File: src/gpio_irq_pkg.sv
// Package with register map, field layouts and reset values of the port configuration block.
package gpio_irq_pkg;

  // Bus geometry: byte address width, data width and the register index field.
  localparam int ADDR_W  = 10;
  localparam int DATA_W  = 32;
  localparam int IDX_LSB = 2;
  localparam int IDX_MSB = 9;

  // Register indices; the byte address is four times the index.
  localparam logic [7:0] IDX_P0_FLAGS   = 8'h89;
  localparam logic [7:0] IDX_P1_FLAGS   = 8'h8A;
  localparam logic [7:0] IDX_P2_FLAGS   = 8'h8B;
  localparam logic [7:0] IDX_IRQ_CTRL   = 8'h8C;
  localparam logic [7:0] IDX_P1_MASK    = 8'h8D;
  localparam logic [7:0] IDX_P0_MODE    = 8'h8F;
  localparam logic [7:0] IDX_PULL_CFG   = 8'hF7;
  localparam logic [7:0] IDX_EVT_STATUS = 8'hE0;
  localparam logic [7:0] IDX_EVT_MASK   = 8'hE1;

  // Reset values.
  localparam logic [7:0] RST_P0_FLAGS   = 8'h00;
  localparam logic [7:0] RST_P1_FLAGS   = 8'h00;
  localparam logic [4:0] RST_P2_FLAGS   = 5'h00;
  localparam logic [7:0] RST_IRQ_CTRL   = 8'h00;
  localparam logic [7:0] RST_P1_MASK    = 8'h00;
  localparam logic [7:0] RST_P0_MODE    = 8'h00;
  localparam logic [7:0] RST_PULL_CFG   = 8'h00;
  localparam logic [2:0] RST_EVT_STATUS = 3'h0;
  localparam logic [2:0] RST_EVT_MASK   = 3'h0;

  // Layout of the port 2 input mode and pull direction register.
  typedef struct packed {
    logic       pull_dir_third_port;
    logic       pull_dir_second_port;
    logic       pull_dir_first_port;
    logic [4:0] third_port_input_tristate;
  } pull_config_s;

  // Layout of the pin interrupt control register; bit 7 always reads zero.
  typedef struct packed {
    logic unused7;
    logic output_drive_strength_sel;
    logic third_port_group_irq_enable;
    logic first_port_upper_irq_enable;
    logic first_port_lower_irq_enable;
    logic third_port_edge_sel;
    logic second_port_edge_sel;
    logic first_port_edge_sel;
  } irq_control_s;

  // Pad controls driven towards the I/O cells.
  typedef struct packed {
    logic [7:0] first_port_pull_en;
    logic       first_port_pull_down;
    logic       second_port_pull_down;
    logic [4:0] third_port_pull_en;
    logic       third_port_pull_down;
    logic       drive_max;
  } pad_cfg_s;

  // Per-port interrupt requests towards the interrupt controller.
  typedef struct packed {
    logic third_port;
    logic second_port;
    logic first_port;
  } irq_req_s;

endpackage : gpio_irq_pkg

File: src/gpio_input_mode_and_pin_interrupts.sv
// Port input mode, pull select, drive strength and pin interrupt logic behind a Wishbone slave.
// Function
// [RULE1] One bit picks pull-up (0) or pull-down (1) for pulled port 2 pins.
// [RULE2] One bit picks pull-up (0) or pull-down (1) for pulled port 1 pins.
// [RULE3] One bit picks pull-up (0) or pull-down (1) for pulled port 0 pins.
// [RULE4] Per-pin port 2 mode: 0 pulled, 1 tristate; resets to zero.
// [RULE5] Eight port 0 pending flags, one per pin, reset to zero.
// [RULE6] Eight port 1 pending flags, one per pin, reset to zero.
// [RULE7] Five port 2 pending flags in low bits; upper three read zero.
// [RULE8] Drive strength bit: 0 minimum drive, 1 maximum drive; resets to 0.
// [RULE9] One enable gates requests of all five port 2 pins; resets off.
// [RULE10] One enable gates requests of port 0 pins 7 to 4; resets off.
// [RULE11] One enable gates requests of port 0 pins 3 to 0; resets off.
// [RULE12] Port 2 request edge: 0 rising, 1 falling; resets rising.
// [RULE13] Port 1 request edge: 0 rising, 1 falling; resets rising.
// [RULE14] Port 0 request edge: 0 rising, 1 falling; resets rising.
// [RULE15] Per-pin port 1 interrupt enable bits, reset to zero.
// [RULE16] Per-pin port 0 mode: 0 pulled, 1 tristate; resets to zero.
// [RULE17] Flags clear by writing zero; writing one keeps; a same-cycle edge wins.
// [RULE18] Pins synchronised before edge detection; enables gate only the request.
//
// The implementer's own choice: the Wishbone interface to the registers.
module gpio_input_mode_and_pin_interrupts (
  // Clock and reset.
  input  wire logic                                clk,
  input  wire logic                                nrst,
  // Wishbone classic slave.
  input  wire logic                                cyc_i,
  input  wire logic                                stb_i,
  input  wire logic                                we_i,
  input  wire logic [gpio_irq_pkg::ADDR_W-1:0]     adr_i,
  input  wire logic [gpio_irq_pkg::DATA_W-1:0]     dat_i,
  input  wire logic [3:0]                          sel_i,
  output logic      [gpio_irq_pkg::DATA_W-1:0]     dat_o,
  output logic                                     ack_o,
  // Pin input levels.
  input  wire logic [7:0]                          port0Pins,
  input  wire logic [7:0]                          port1Pins,
  input  wire logic [4:0]                          port2Pins,
  // Pad controls.
  output gpio_irq_pkg::pad_cfg_s                   padCfg,
  // Interrupt requests.
  output gpio_irq_pkg::irq_req_s                   pinIrq,
  output logic                                     irq
);

  // Configuration registers.
  gpio_irq_pkg::pull_config_s pullCfg;
  gpio_irq_pkg::irq_control_s irqCtrl;
  logic [7:0]                 port1Mask;
  logic [7:0]                 port0Mode;
  logic [2:0]                 evtStatus;
  logic [2:0]                 evtMask;
  logic [2:0]                 next_evtStatus;

  // Flags and edge pulses.
  logic [7:0]                 p0Flags;
  logic [7:0]                 p1Flags;
  logic [4:0]                 p2Flags;
  logic [7:0]                 p0Edge;
  logic [7:0]                 p1Edge;
  logic [4:0]                 p2Edge;

  // Bus decode.
  logic [7:0]                 regIdx;
  logic                       access;
  logic                       commit;
  logic                       wrCommit;
  logic                       rdCommit;
  logic [7:0]                 rdByte;

  // The register index is the word address; higher address bits do not exist.
  assign regIdx   = adr_i[gpio_irq_pkg::IDX_MSB:gpio_irq_pkg::IDX_LSB];
  assign access   = cyc_i & stb_i & ~ack_o;
  assign commit   = cyc_i & stb_i & ack_o;
  assign wrCommit = commit & we_i & sel_i[0];
  assign rdCommit = commit & ~we_i;

  // Acknowledge one cycle after the request; held for a single cycle so that
  // the master sees exactly one ack per transfer and can release the strobe.
  always_ff @(posedge clk or negedge nrst) begin
    if (!nrst) begin
      ack_o <= 1'b0;
    end else begin
      ack_o <= access;
    end
  end

  // Read multiplexer; unmapped indices read as zero and are still acknowledged.
  always_comb begin
    rdByte = 8'h00;
    unique case (regIdx)
      gpio_irq_pkg::IDX_P0_FLAGS:   rdByte = p0Flags;
      gpio_irq_pkg::IDX_P1_FLAGS:   rdByte = p1Flags;
      gpio_irq_pkg::IDX_P2_FLAGS:   rdByte = {3'h0, p2Flags}; // [RULE7]
      gpio_irq_pkg::IDX_IRQ_CTRL:   rdByte = irqCtrl;
      gpio_irq_pkg::IDX_P1_MASK:    rdByte = port1Mask;
      gpio_irq_pkg::IDX_P0_MODE:    rdByte = port0Mode;
      gpio_irq_pkg::IDX_PULL_CFG:   rdByte = pullCfg;
      gpio_irq_pkg::IDX_EVT_STATUS: rdByte = {5'h00, evtStatus};
      gpio_irq_pkg::IDX_EVT_MASK:   rdByte = {5'h00, evtMask};
      default:                      rdByte = 8'h00;
    endcase
  end

  // Read data is captured as the ack rises and holds until the next access,
  // so the value seen by the master is also the value a read clear acts on.
  always_ff @(posedge clk or negedge nrst) begin
    if (!nrst) begin
      dat_o <= '0;
    end else if (access) begin
      dat_o <= {{(gpio_irq_pkg::DATA_W-8){1'b0}}, rdByte};
    end
  end

  // Pull and tristate configuration register.
  always_ff @(posedge clk or negedge nrst) begin
    if (!nrst) begin
      pullCfg <= gpio_irq_pkg::RST_PULL_CFG; // [RULE1] [RULE2] [RULE3] [RULE4]
    end else if (wrCommit && regIdx == gpio_irq_pkg::IDX_PULL_CFG) begin
      pullCfg <= dat_i[7:0]; // [RULE1] [RULE2] [RULE3] [RULE4]
    end
  end

  // Interrupt control register; the unused top bit is forced to zero.
  always_ff @(posedge clk or negedge nrst) begin
    if (!nrst) begin
      irqCtrl <= gpio_irq_pkg::RST_IRQ_CTRL; // [RULE8] [RULE9] [RULE12] [RULE13] [RULE14]
    end else if (wrCommit && regIdx == gpio_irq_pkg::IDX_IRQ_CTRL) begin
      irqCtrl <= {1'b0, dat_i[6:0]}; // [RULE8] [RULE10] [RULE11]
    end
  end

  // Port 1 per-pin interrupt enables.
  always_ff @(posedge clk or negedge nrst) begin
    if (!nrst) begin
      port1Mask <= gpio_irq_pkg::RST_P1_MASK; // [RULE15]
    end else if (wrCommit && regIdx == gpio_irq_pkg::IDX_P1_MASK) begin
      port1Mask <= dat_i[7:0]; // [RULE15]
    end
  end

  // Port 0 per-pin input mode.
  always_ff @(posedge clk or negedge nrst) begin
    if (!nrst) begin
      port0Mode <= gpio_irq_pkg::RST_P0_MODE; // [RULE16]
    end else if (wrCommit && regIdx == gpio_irq_pkg::IDX_P0_MODE) begin
      port0Mode <= dat_i[7:0]; // [RULE16]
    end
  end

  // Event mask for the summary interrupt line.
  always_ff @(posedge clk or negedge nrst) begin
    if (!nrst) begin
      evtMask <= gpio_irq_pkg::RST_EVT_MASK;
    end else if (wrCommit && regIdx == gpio_irq_pkg::IDX_EVT_MASK) begin
      evtMask <= dat_i[2:0];
    end
  end

  // Pads: a pulled pin has its pull enabled, and one direction bit serves a
  // whole port. Port 1 mode bits live elsewhere, so only its direction leaves.
  assign padCfg.first_port_pull_en    = ~port0Mode; // [RULE16]
  assign padCfg.first_port_pull_down  = pullCfg.pull_dir_first_port; // [RULE3]
  assign padCfg.second_port_pull_down = pullCfg.pull_dir_second_port; // [RULE2]
  assign padCfg.third_port_pull_en    = ~pullCfg.third_port_input_tristate; // [RULE4]
  assign padCfg.third_port_pull_down  = pullCfg.pull_dir_third_port; // [RULE1]
  assign padCfg.drive_max             = irqCtrl.output_drive_strength_sel; // [RULE8]

  // Synchronised edge detectors, one per port, with per-port polarity.
  pin_edge_detect #(.WIDTH(8)) u_edge_p0 (
    .clk        (clk),
    .nrst       (nrst),
    .pins       (port0Pins),
    .fallingSel (irqCtrl.first_port_edge_sel), // [RULE14] [RULE18]
    .edges      (p0Edge)
  );

  pin_edge_detect #(.WIDTH(8)) u_edge_p1 (
    .clk        (clk),
    .nrst       (nrst),
    .pins       (port1Pins),
    .fallingSel (irqCtrl.second_port_edge_sel), // [RULE13] [RULE18]
    .edges      (p1Edge)
  );

  pin_edge_detect #(.WIDTH(5)) u_edge_p2 (
    .clk        (clk),
    .nrst       (nrst),
    .pins       (port2Pins),
    .fallingSel (irqCtrl.third_port_edge_sel), // [RULE12] [RULE18]
    .edges      (p2Edge)
  );

  // Pending flags are set by edges regardless of the enables, so software can
  // poll a disabled port; writes of zero clear and same-cycle edges survive.
  pin_flag_bank #(.WIDTH(8)) u_flags_p0 (
    .clk        (clk),
    .nrst       (nrst),
    .setMask    (p0Edge), // [RULE5] [RULE18]
    .clearWrite (wrCommit && regIdx == gpio_irq_pkg::IDX_P0_FLAGS), // [RULE17]
    .keepMask   (dat_i[7:0]),
    .flags      (p0Flags)
  );

  pin_flag_bank #(.WIDTH(8)) u_flags_p1 (
    .clk        (clk),
    .nrst       (nrst),
    .setMask    (p1Edge), // [RULE6] [RULE18]
    .clearWrite (wrCommit && regIdx == gpio_irq_pkg::IDX_P1_FLAGS), // [RULE17]
    .keepMask   (dat_i[7:0]),
    .flags      (p1Flags)
  );

  pin_flag_bank #(.WIDTH(5)) u_flags_p2 (
    .clk        (clk),
    .nrst       (nrst),
    .setMask    (p2Edge), // [RULE7] [RULE18]
    .clearWrite (wrCommit && regIdx == gpio_irq_pkg::IDX_P2_FLAGS), // [RULE17]
    .keepMask   (dat_i[4:0]),
    .flags      (p2Flags)
  );

  // Requests: enables gate only the outputs, never the flags.
  assign pinIrq.first_port = (irqCtrl.first_port_upper_irq_enable & (|p0Flags[7:4])) // [RULE10]
                           | (irqCtrl.first_port_lower_irq_enable & (|p0Flags[3:0])); // [RULE11]
  assign pinIrq.second_port = |(p1Flags & port1Mask); // [RULE15]
  assign pinIrq.third_port  = irqCtrl.third_port_group_irq_enable & (|p2Flags); // [RULE9]

  // Summary events: a read clears only the bits it returned, so an event that
  // lands between capture and clear is kept, and a set always beats a clear.
  always_comb begin
    next_evtStatus = evtStatus;
    if (rdCommit && regIdx == gpio_irq_pkg::IDX_EVT_STATUS) begin
      next_evtStatus = evtStatus & ~dat_o[2:0];
    end
    next_evtStatus = next_evtStatus | {(|p2Edge), (|p1Edge), (|p0Edge)};
  end

  // Summary event storage.
  always_ff @(posedge clk or negedge nrst) begin
    if (!nrst) begin
      evtStatus <= gpio_irq_pkg::RST_EVT_STATUS;
    end else begin
      evtStatus <= next_evtStatus;
    end
  end

  // Level interrupt while any unmasked event is pending.
  assign irq = |(evtStatus & evtMask);

  // A write to the pull register shows on the pads the next cycle.
  chk_pull_dir_p2: assert property ( // [RULE1]
    @(posedge clk) disable iff (!nrst)
    (wrCommit && regIdx == gpio_irq_pkg::IDX_PULL_CFG)
      |=> (padCfg.third_port_pull_down == $past(dat_i[7])))
    else $error("Port 2 pull direction did not follow the write.");

  chk_pull_dir_p01: assert property ( // [RULE2]
    @(posedge clk) disable iff (!nrst)
    (wrCommit && regIdx == gpio_irq_pkg::IDX_PULL_CFG)
      |=> (padCfg.second_port_pull_down == $past(dat_i[6]))
       && (padCfg.first_port_pull_down == $past(dat_i[5])))
    else $error("Port 0 or 1 pull direction did not follow the write.");

  chk_p2_tristate_mode: assert property ( // [RULE4]
    @(posedge clk) disable iff (!nrst)
    (wrCommit && regIdx == gpio_irq_pkg::IDX_PULL_CFG)
      |=> (padCfg.third_port_pull_en == ~$past(dat_i[4:0])))
    else $error("Port 2 pull enables do not match the written mode.");

  chk_p0_edge_sets: assert property ( // [RULE5]
    @(posedge clk) disable iff (!nrst)
    (|p0Edge) |=> ((p0Flags & $past(p0Edge)) == $past(p0Edge)))
    else $error("A port 0 edge did not set its flag.");

  chk_p1_edge_sets: assert property ( // [RULE6]
    @(posedge clk) disable iff (!nrst)
    (|p1Edge) |=> ((p1Flags & $past(p1Edge)) == $past(p1Edge)))
    else $error("A port 1 edge did not set its flag.");

  chk_p2_edge_sets: assert property ( // [RULE7]
    @(posedge clk) disable iff (!nrst)
    (|p2Edge) |=> ((p2Flags & $past(p2Edge)) == $past(p2Edge)))
    else $error("A port 2 edge did not set its flag.");

  chk_drive_strength_write: assert property ( // [RULE8]
    @(posedge clk) disable iff (!nrst)
    (wrCommit && regIdx == gpio_irq_pkg::IDX_IRQ_CTRL)
      |=> (padCfg.drive_max == $past(dat_i[6])) && (irqCtrl.unused7 == 1'b0))
    else $error("Drive strength or unused control bit wrong after a write.");

  chk_p0_mode_pads: assert property ( // [RULE16]
    @(posedge clk) disable iff (!nrst)
    (wrCommit && regIdx == gpio_irq_pkg::IDX_P0_MODE)
      |=> (padCfg.first_port_pull_en == ~$past(dat_i[7:0])))
    else $error("Port 0 pull enables do not match the written mode.");

  chk_p1_mask_write: assert property ( // [RULE15]
    @(posedge clk) disable iff (!nrst)
    (wrCommit && regIdx == gpio_irq_pkg::IDX_P1_MASK)
      |=> (port1Mask == $past(dat_i[7:0])))
    else $error("Port 1 interrupt enables do not match the write.");

  chk_p2_upper_zero: assert property ( // [RULE7]
    @(posedge clk) disable iff (!nrst)
    ($rose(ack_o) && !we_i && regIdx == gpio_irq_pkg::IDX_P2_FLAGS)
      |-> (dat_o[gpio_irq_pkg::DATA_W-1:5] == '0) && (dat_o[4:0] == $past(p2Flags)))
    else $error("Port 2 flag read returned nonzero upper bits.");

  chk_p2_group_gate: assert property ( // [RULE9]
    @(posedge clk) disable iff (!nrst)
    pinIrq.third_port |-> (irqCtrl.third_port_group_irq_enable && (p2Flags != 5'h00)))
    else $error("Port 2 request without enable or flag.");

  chk_p0_half_gate: assert property ( // [RULE10]
    @(posedge clk) disable iff (!nrst)
    (pinIrq.first_port && !irqCtrl.first_port_upper_irq_enable)
      |-> (irqCtrl.first_port_lower_irq_enable && (p0Flags[3:0] != 4'h0)))
    else $error("Port 0 request from a disabled half.");

  chk_p1_pin_mask: assert property ( // [RULE15]
    @(posedge clk) disable iff (!nrst)
    pinIrq.second_port |-> ((p1Flags & port1Mask) != 8'h00))
    else $error("Port 1 request from masked pins only.");

  chk_write_zero_clear: assert property ( // [RULE17]
    @(posedge clk) disable iff (!nrst)
    (wrCommit && regIdx == gpio_irq_pkg::IDX_P0_FLAGS)
      |=> (p0Flags == (($past(p0Flags) & $past(dat_i[7:0])) | $past(p0Edge))))
    else $error("Port 0 flag write did not clear zeros only.");

  chk_flags_idle_hold: assert property ( // [RULE18]
    @(posedge clk) disable iff (!nrst)
    (!(wrCommit && regIdx == gpio_irq_pkg::IDX_P1_FLAGS) && p1Edge == 8'h00)
      |=> $stable(p1Flags))
    else $error("Port 1 flags changed without edge or write.");

  chk_ack_one_cycle: assert property (
    @(posedge clk) disable iff (!nrst)
    ack_o |=> !ack_o)
    else $error("Acknowledge held for more than one cycle.");

  chk_irq_level: assert property (
    @(posedge clk) disable iff (!nrst)
    irq |-> ((evtStatus & evtMask) != 3'h0))
    else $error("Interrupt raised with no unmasked event.");

endmodule : gpio_input_mode_and_pin_interrupts

File: src/pin_edge_detect.sv
// Synchroniser and selectable edge detector for a group of pins.
module pin_edge_detect #(
  parameter int WIDTH = 8
) (
  // Clock and reset.
  input  wire logic             clk,
  input  wire logic             nrst,
  // Pins and edge choice.
  input  wire logic [WIDTH-1:0] pins,
  input  wire logic             fallingSel,
  // One-cycle edge pulses.
  output logic      [WIDTH-1:0] edges
);

  logic [WIDTH-1:0] syncFirst;
  logic [WIDTH-1:0] syncSecond;
  logic [WIDTH-1:0] prevLevel;

  // Two-flop synchroniser; only syncSecond reads syncFirst.
  always_ff @(posedge clk or negedge nrst) begin
    if (!nrst) begin
      syncFirst  <= '0;
      syncSecond <= '0;
    end else begin
      syncFirst  <= pins;
      syncSecond <= syncFirst;
    end
  end

  // History of the synchronised level for edge detection.
  always_ff @(posedge clk or negedge nrst) begin
    if (!nrst) begin
      prevLevel <= '0;
    end else begin
      prevLevel <= syncSecond;
    end
  end

  // Edge polarity follows the group's edge select bit.
  assign edges = fallingSel ? (prevLevel & ~syncSecond) : (~prevLevel & syncSecond);

endmodule : pin_edge_detect

File: src/pin_flag_bank.sv
// Sticky pending flags, set by hardware and cleared by writing zero.
module pin_flag_bank #(
  parameter int WIDTH = 8
) (
  // Clock and reset.
  input  wire logic             clk,
  input  wire logic             nrst,
  // Hardware set and software write.
  input  wire logic [WIDTH-1:0] setMask,
  input  wire logic             clearWrite,
  input  wire logic [WIDTH-1:0] keepMask,
  // Flag state.
  output logic      [WIDTH-1:0] flags
);

  logic [WIDTH-1:0] next_flags;

  // A zero written clears, a one keeps, and a new edge always wins.
  always_comb begin
    next_flags = flags;
    if (clearWrite) begin
      next_flags = flags & keepMask;
    end
    next_flags = next_flags | setMask;
  end

  // Flag storage.
  always_ff @(posedge clk or negedge nrst) begin
    if (!nrst) begin
      flags <= '0;
    end else begin
      flags <= next_flags;
    end
  end

endmodule : pin_flag_bank

File: config.mk
export PLATFORM = sky130hd
export DESIGN_NAME = gpio_input_mode_and_pin_interrupts
export DESIGN_NICKNAME = d
export VERILOG_FILES = /design/src/gpio_irq_pkg.sv /design/src/gpio_input_mode_and_pin_interrupts.sv /design/src/pin_edge_detect.sv /design/src/pin_flag_bank.sv
export SDC_FILE = /design/constraint.sdc
export NUM_CORES = 1
export LEC_CHECK = 0
export BUFFER_PORTS_ARGS = -buffer_cell sky130_fd_sc_hd__buf_2
export CORE_ASPECT_RATIO = 0.75
export CORE_MARGIN = 4
export CORE_UTILIZATION = 54
export DETAILED_ROUTE_END_ITERATION = 10
export PLACE_DENSITY = 0.8
export SLEW_MARGIN = 20
export SYNTH_ARGS = -nofsm -noshare
export SYNTH_HDL_FRONTEND = slang
export SYNTH_SLANG_ARGS = --single-unit
File: constraint.sdc
create_clock -name clk -period 1.8 [get_ports clk]
set_clock_uncertainty 0.05 [all_clocks]
set_input_delay 0.36 -clock clk [delete_from_list [all_inputs] [get_ports clk]]
set_output_delay 0.36 -clock clk [all_outputs]
set_load 0.01 [all_outputs]
==> run_results.csv <==
group,metric,value,unit
timing,hold_ws,0.250,ns
power,p_switching,1.62,mW
power,pwr-share-comb,0.058,
placed_design,placed_area,0.00631,sq mm
logic_synthesis,ys.warnings.count,0,
logic_synthesis,syn_avg_cell_area,11.8,sq um
global_route,grt_usage,0.249,
placed_design,port_buffers,72,
detailed_routing,firstDrtPassIters,5,
cts,clk_latency,0.41,ns
cts,clk_pin_slew_worst_paths,0.06,ns
timing,max_freq,476,MHz
detailed_routing,viasPerCell,5.67,
job,maxCapViolations,0,
logic_synthesis,yosysSeqAreaShare,0.573,
cts,cts_tree,"built",
logic_synthesis,synth.ff_latch_count,130,
die,ioPinCount,126,
cts,cts_root_buf,"clkbuf_16",
timing,slew_headroom,0.577,
detailed_routing,ant_nets,0,
detailed_routing,via_count,4337,
min_path,min_path_cells,2,
cts,clock_sinks,130,
detailed_routing,wl_per_cell,19.3,um
cts,clockBufferDepth,2,
final_layout,diodes,0,
logic_synthesis,synth-edff-count,0,
timing,grt_setup_unrepaired,"yes",
power,p_clk_frac,0.516,
cts,cts_inserted_buffers,17,
min_path,hp-class,"in -> reg",
die,die-width,126,um
placed_design,hpwl,10400,um
logic_synthesis,synth_top_family_by_area,"compound AO/OA/AOI/OAI gates",
worst_setup_path,worstSetupPathType,"reg -> out",
die,die_y,96.8,um
logic_synthesis,yosysMostFrequentCell,"dfrtp_1",
worst_setup_path,cp-start-kind,"flip-flop",
global_route,grt-ovfl-total,0,
detailed_routing,drcViolationCount,0,
placed_design,gp_congestion,0.950,
power,max-vdd-ir-drop,0.000747,V
logic_synthesis,synthSimpleGateAreaFrac,0.113,
worst_setup_path,worstPathRequired,1.39,ns
logic_synthesis,synthesis.area,0.00567,sq mm
worst_setup_path,cpMaxStageDelayCell,"or4_1",
logic_synthesis,synthTopCellsByCount,"dfrtp_1, nand2_1, mux2_2",
worst_setup_path,slowest_delay,0.53,ns
outcome,violations,"negative setup slack",
detailed_routing,totalWireLength,14800,um
global_route,grt_pass1_vias,4452,
worst_setup_path,cp.arrival,1.69,ns
logic_synthesis,ys.flop_type,"dfrtp_1",
timing,setup_viol,3,
timing,fin_crit,2.10,ns
power,power_density,989,mW/mm^2
detailed_routing,drt_iter0_markers,366,
global_route,grt_first_pass_wirelength,23600,um
final_layout,fin_area,0.00724,sq mm
final_layout,drive_gt1_frac,0.331,
power,p_int,5.54,mW
logic_synthesis,synth_compound_area_frac,0.140,
global_route,grt_antenna_before_repair,0,
die,start_util,0.551,
logic_synthesis,synth_top_area_cell,"dfrtp_1",
timing,post-route-period-util,1.17,
cts,cts_max_level,4,
timing,hold_violations,0,
logic_synthesis,yosys-mux-area-fraction,0.0942,
final_layout,nets,688,
worst_setup_path,reg2reg_depth,6,
die,rows,32,
logic_synthesis,synth_xor_area_frac,0,
timing,worst_pin_slew,0.635,ns
timing,layout_setup_ws,-0.300,ns
logic_synthesis,synthAdderAreaFrac,0,
power,power_frac_seq,0.426,
worst_setup_path,worstPathMaxFanout,2,
final_layout,syn_to_final_growth,27.6,%
logic_synthesis,async_flop_share,1.00,
logic_synthesis,synth_top_area_share,0.573,
logic_synthesis,syn_inst,482,
power,p_leak,3.28,nW
power,netSwitchingFraction,0.226,
logic_synthesis,ys_top_cells_by_area,"dfrtp_1, mux2_2, buf_4",
timing,slew_viol_final,0,
worst_setup_path,critPathCaptureType,"output pin",
die,dieArea,0.0122,sq mm
die,core,0.0103,sq mm
global_route,grt_max_degree,83,
outcome,status,"complete, but fails checks",
logic_synthesis,ys_types,59,
worst_setup_path,cp_cell_sequence,"or4_1, o21a_1, buf_2",
==> placed cells by master (no fill, tap or decap), drive strengths merged, types with 9 or more instances in the layout <==
| master | count |
|---|---|
| nand2 | 45 |
| dlygate4sd3 | 22 |
| buf | 115 |
| inv | 40 |
| clkbuf | 18 |
| a22oi | 14 |
| mux2 | 44 |
| dfrtp | 130 |
| nand3 | 13 |
| conb | 24 |
| o211ai | 19 |
| o21ai | 35 |
| nand2b | 9 |
==> timing repair <==
item / in CTS / in global routing
setup endpoints to repair: 3 / 11
buffers inserted: 3 / 2
gates resized for setup: 1 / 8
hold endpoints to repair: 150 / 1
hold buffers: 21 / 1
pin swaps: 1 / 1
==> cell families (layout without fill, tap and decap cells) <==
group / count (synthesis) / in the layout
compound gates: 115 / 115
buf+inv: 80 / 204
flops: 130 / 130
mux: 46 / 46
other cells: 1 / 24
simple gates: 110 / 110
==> registers in the layout, indices dropped and copies added, names as in the netlist, 5 cells and up <==
name and flops:
dat_o 8, u_flags_p0.flags 8, port1Mask 8, irqCtrl 6, u_edge_p1.syncFirst 8, pullCfg 5, u_edge_p2.syncSecond 5, u_flags_p2.flags 5
u_flags_p1.flags 8, u_edge_p2.syncFirst 5, u_edge_p1.prevLevel 8, u_edge_p0.syncSecond 8, u_edge_p1.syncSecond 8, u_edge_p0.syncFirst 8, u_edge_p2.prevLevel 5, port0Mode 8
u_edge_p0.prevLevel 8
==> stage by stage <==
step | total power [mW] | TNS, ns | instances | util | setup slack [ns]
after detailed placement | 3.47 | -6.17 | 706 | 0.614 | -0.212
after global routing | 7.40 | -0.540 | 765 | 0.704 | -0.317
after floorplan | 3.28 | 0 | 505 | - | 0.0953
final | 7.16 | -0.439 | 765 | 0.704 | -0.300
after CTS | 7.20 | -0.451 | 762 | 0.699 | -0.268
after global placement | 3.45 | -4.78 | 706 | 0.614 | -0.149
==> cell type report <==
type,instances,area (sq um)
Clock buffer,18,439
Clock inverter,14,198
Fill cell,754,3050
Inverter,35,131
Multi-Input combinational cell,295,2090
Sequential cell,130,3250
Tap cell,136,170
Timing Repair Buffer,137,956
==> routing by layer <==
layer | part of all wire | vias up | track usage
met5 | 0 | - | 0
met4 | 0.021 | 0 | 0.0907
met3 | 0.070 | 31 | 0.0557
met2 | 0.47 | 195 | 0.381
met1 | 0.44 | 2153 | 0.351
li1 | - | 1958 | -
==> power by group through the flow <==
stage / combinational, mW / sequential (mW) / clock (mW)
after floorplan: 0.191 / 3.08 / 0
after global placement: 0.361 / 3.09 / 0
after detailed placement: 0.370 / 3.10 / 0
after CTS: 0.408 / 3.05 / 3.74
after global routing: 0.457 / 3.06 / 3.89
final: 0.414 / 3.05 / 3.70
==> path summary, 6_finish.rpt <==
| check | startpoint | endpoint | slack (ns) |
|---|---|---|---|
| max reg2reg | ack_o | u_flags_p1.flags[5] | 0.08 |
| min reg2reg | u_edge_p2.syncFirst[3] | u_edge_p2.syncSecond[3] | 0.30 |
| min in group asynchronous | nrst | dat_o[3] | 0.44 |
| max in group asynchronous | nrst | port0Mode[3] | 0.85 |
| max | u_flags_p2.flags[2] | pinIrq[2] | -0.30 |
| min | dat_i[7] | port0Mode[7] | 0.25 |
==> critical path: cells and delay by family, from the launching register on <==
kind	cells	cell delay (ns)
flops	1	0.40
buf+inv	1	0.14
compound gates	1	0.21
simple gates	1	0.53
(Power assumes the default switching activity.)
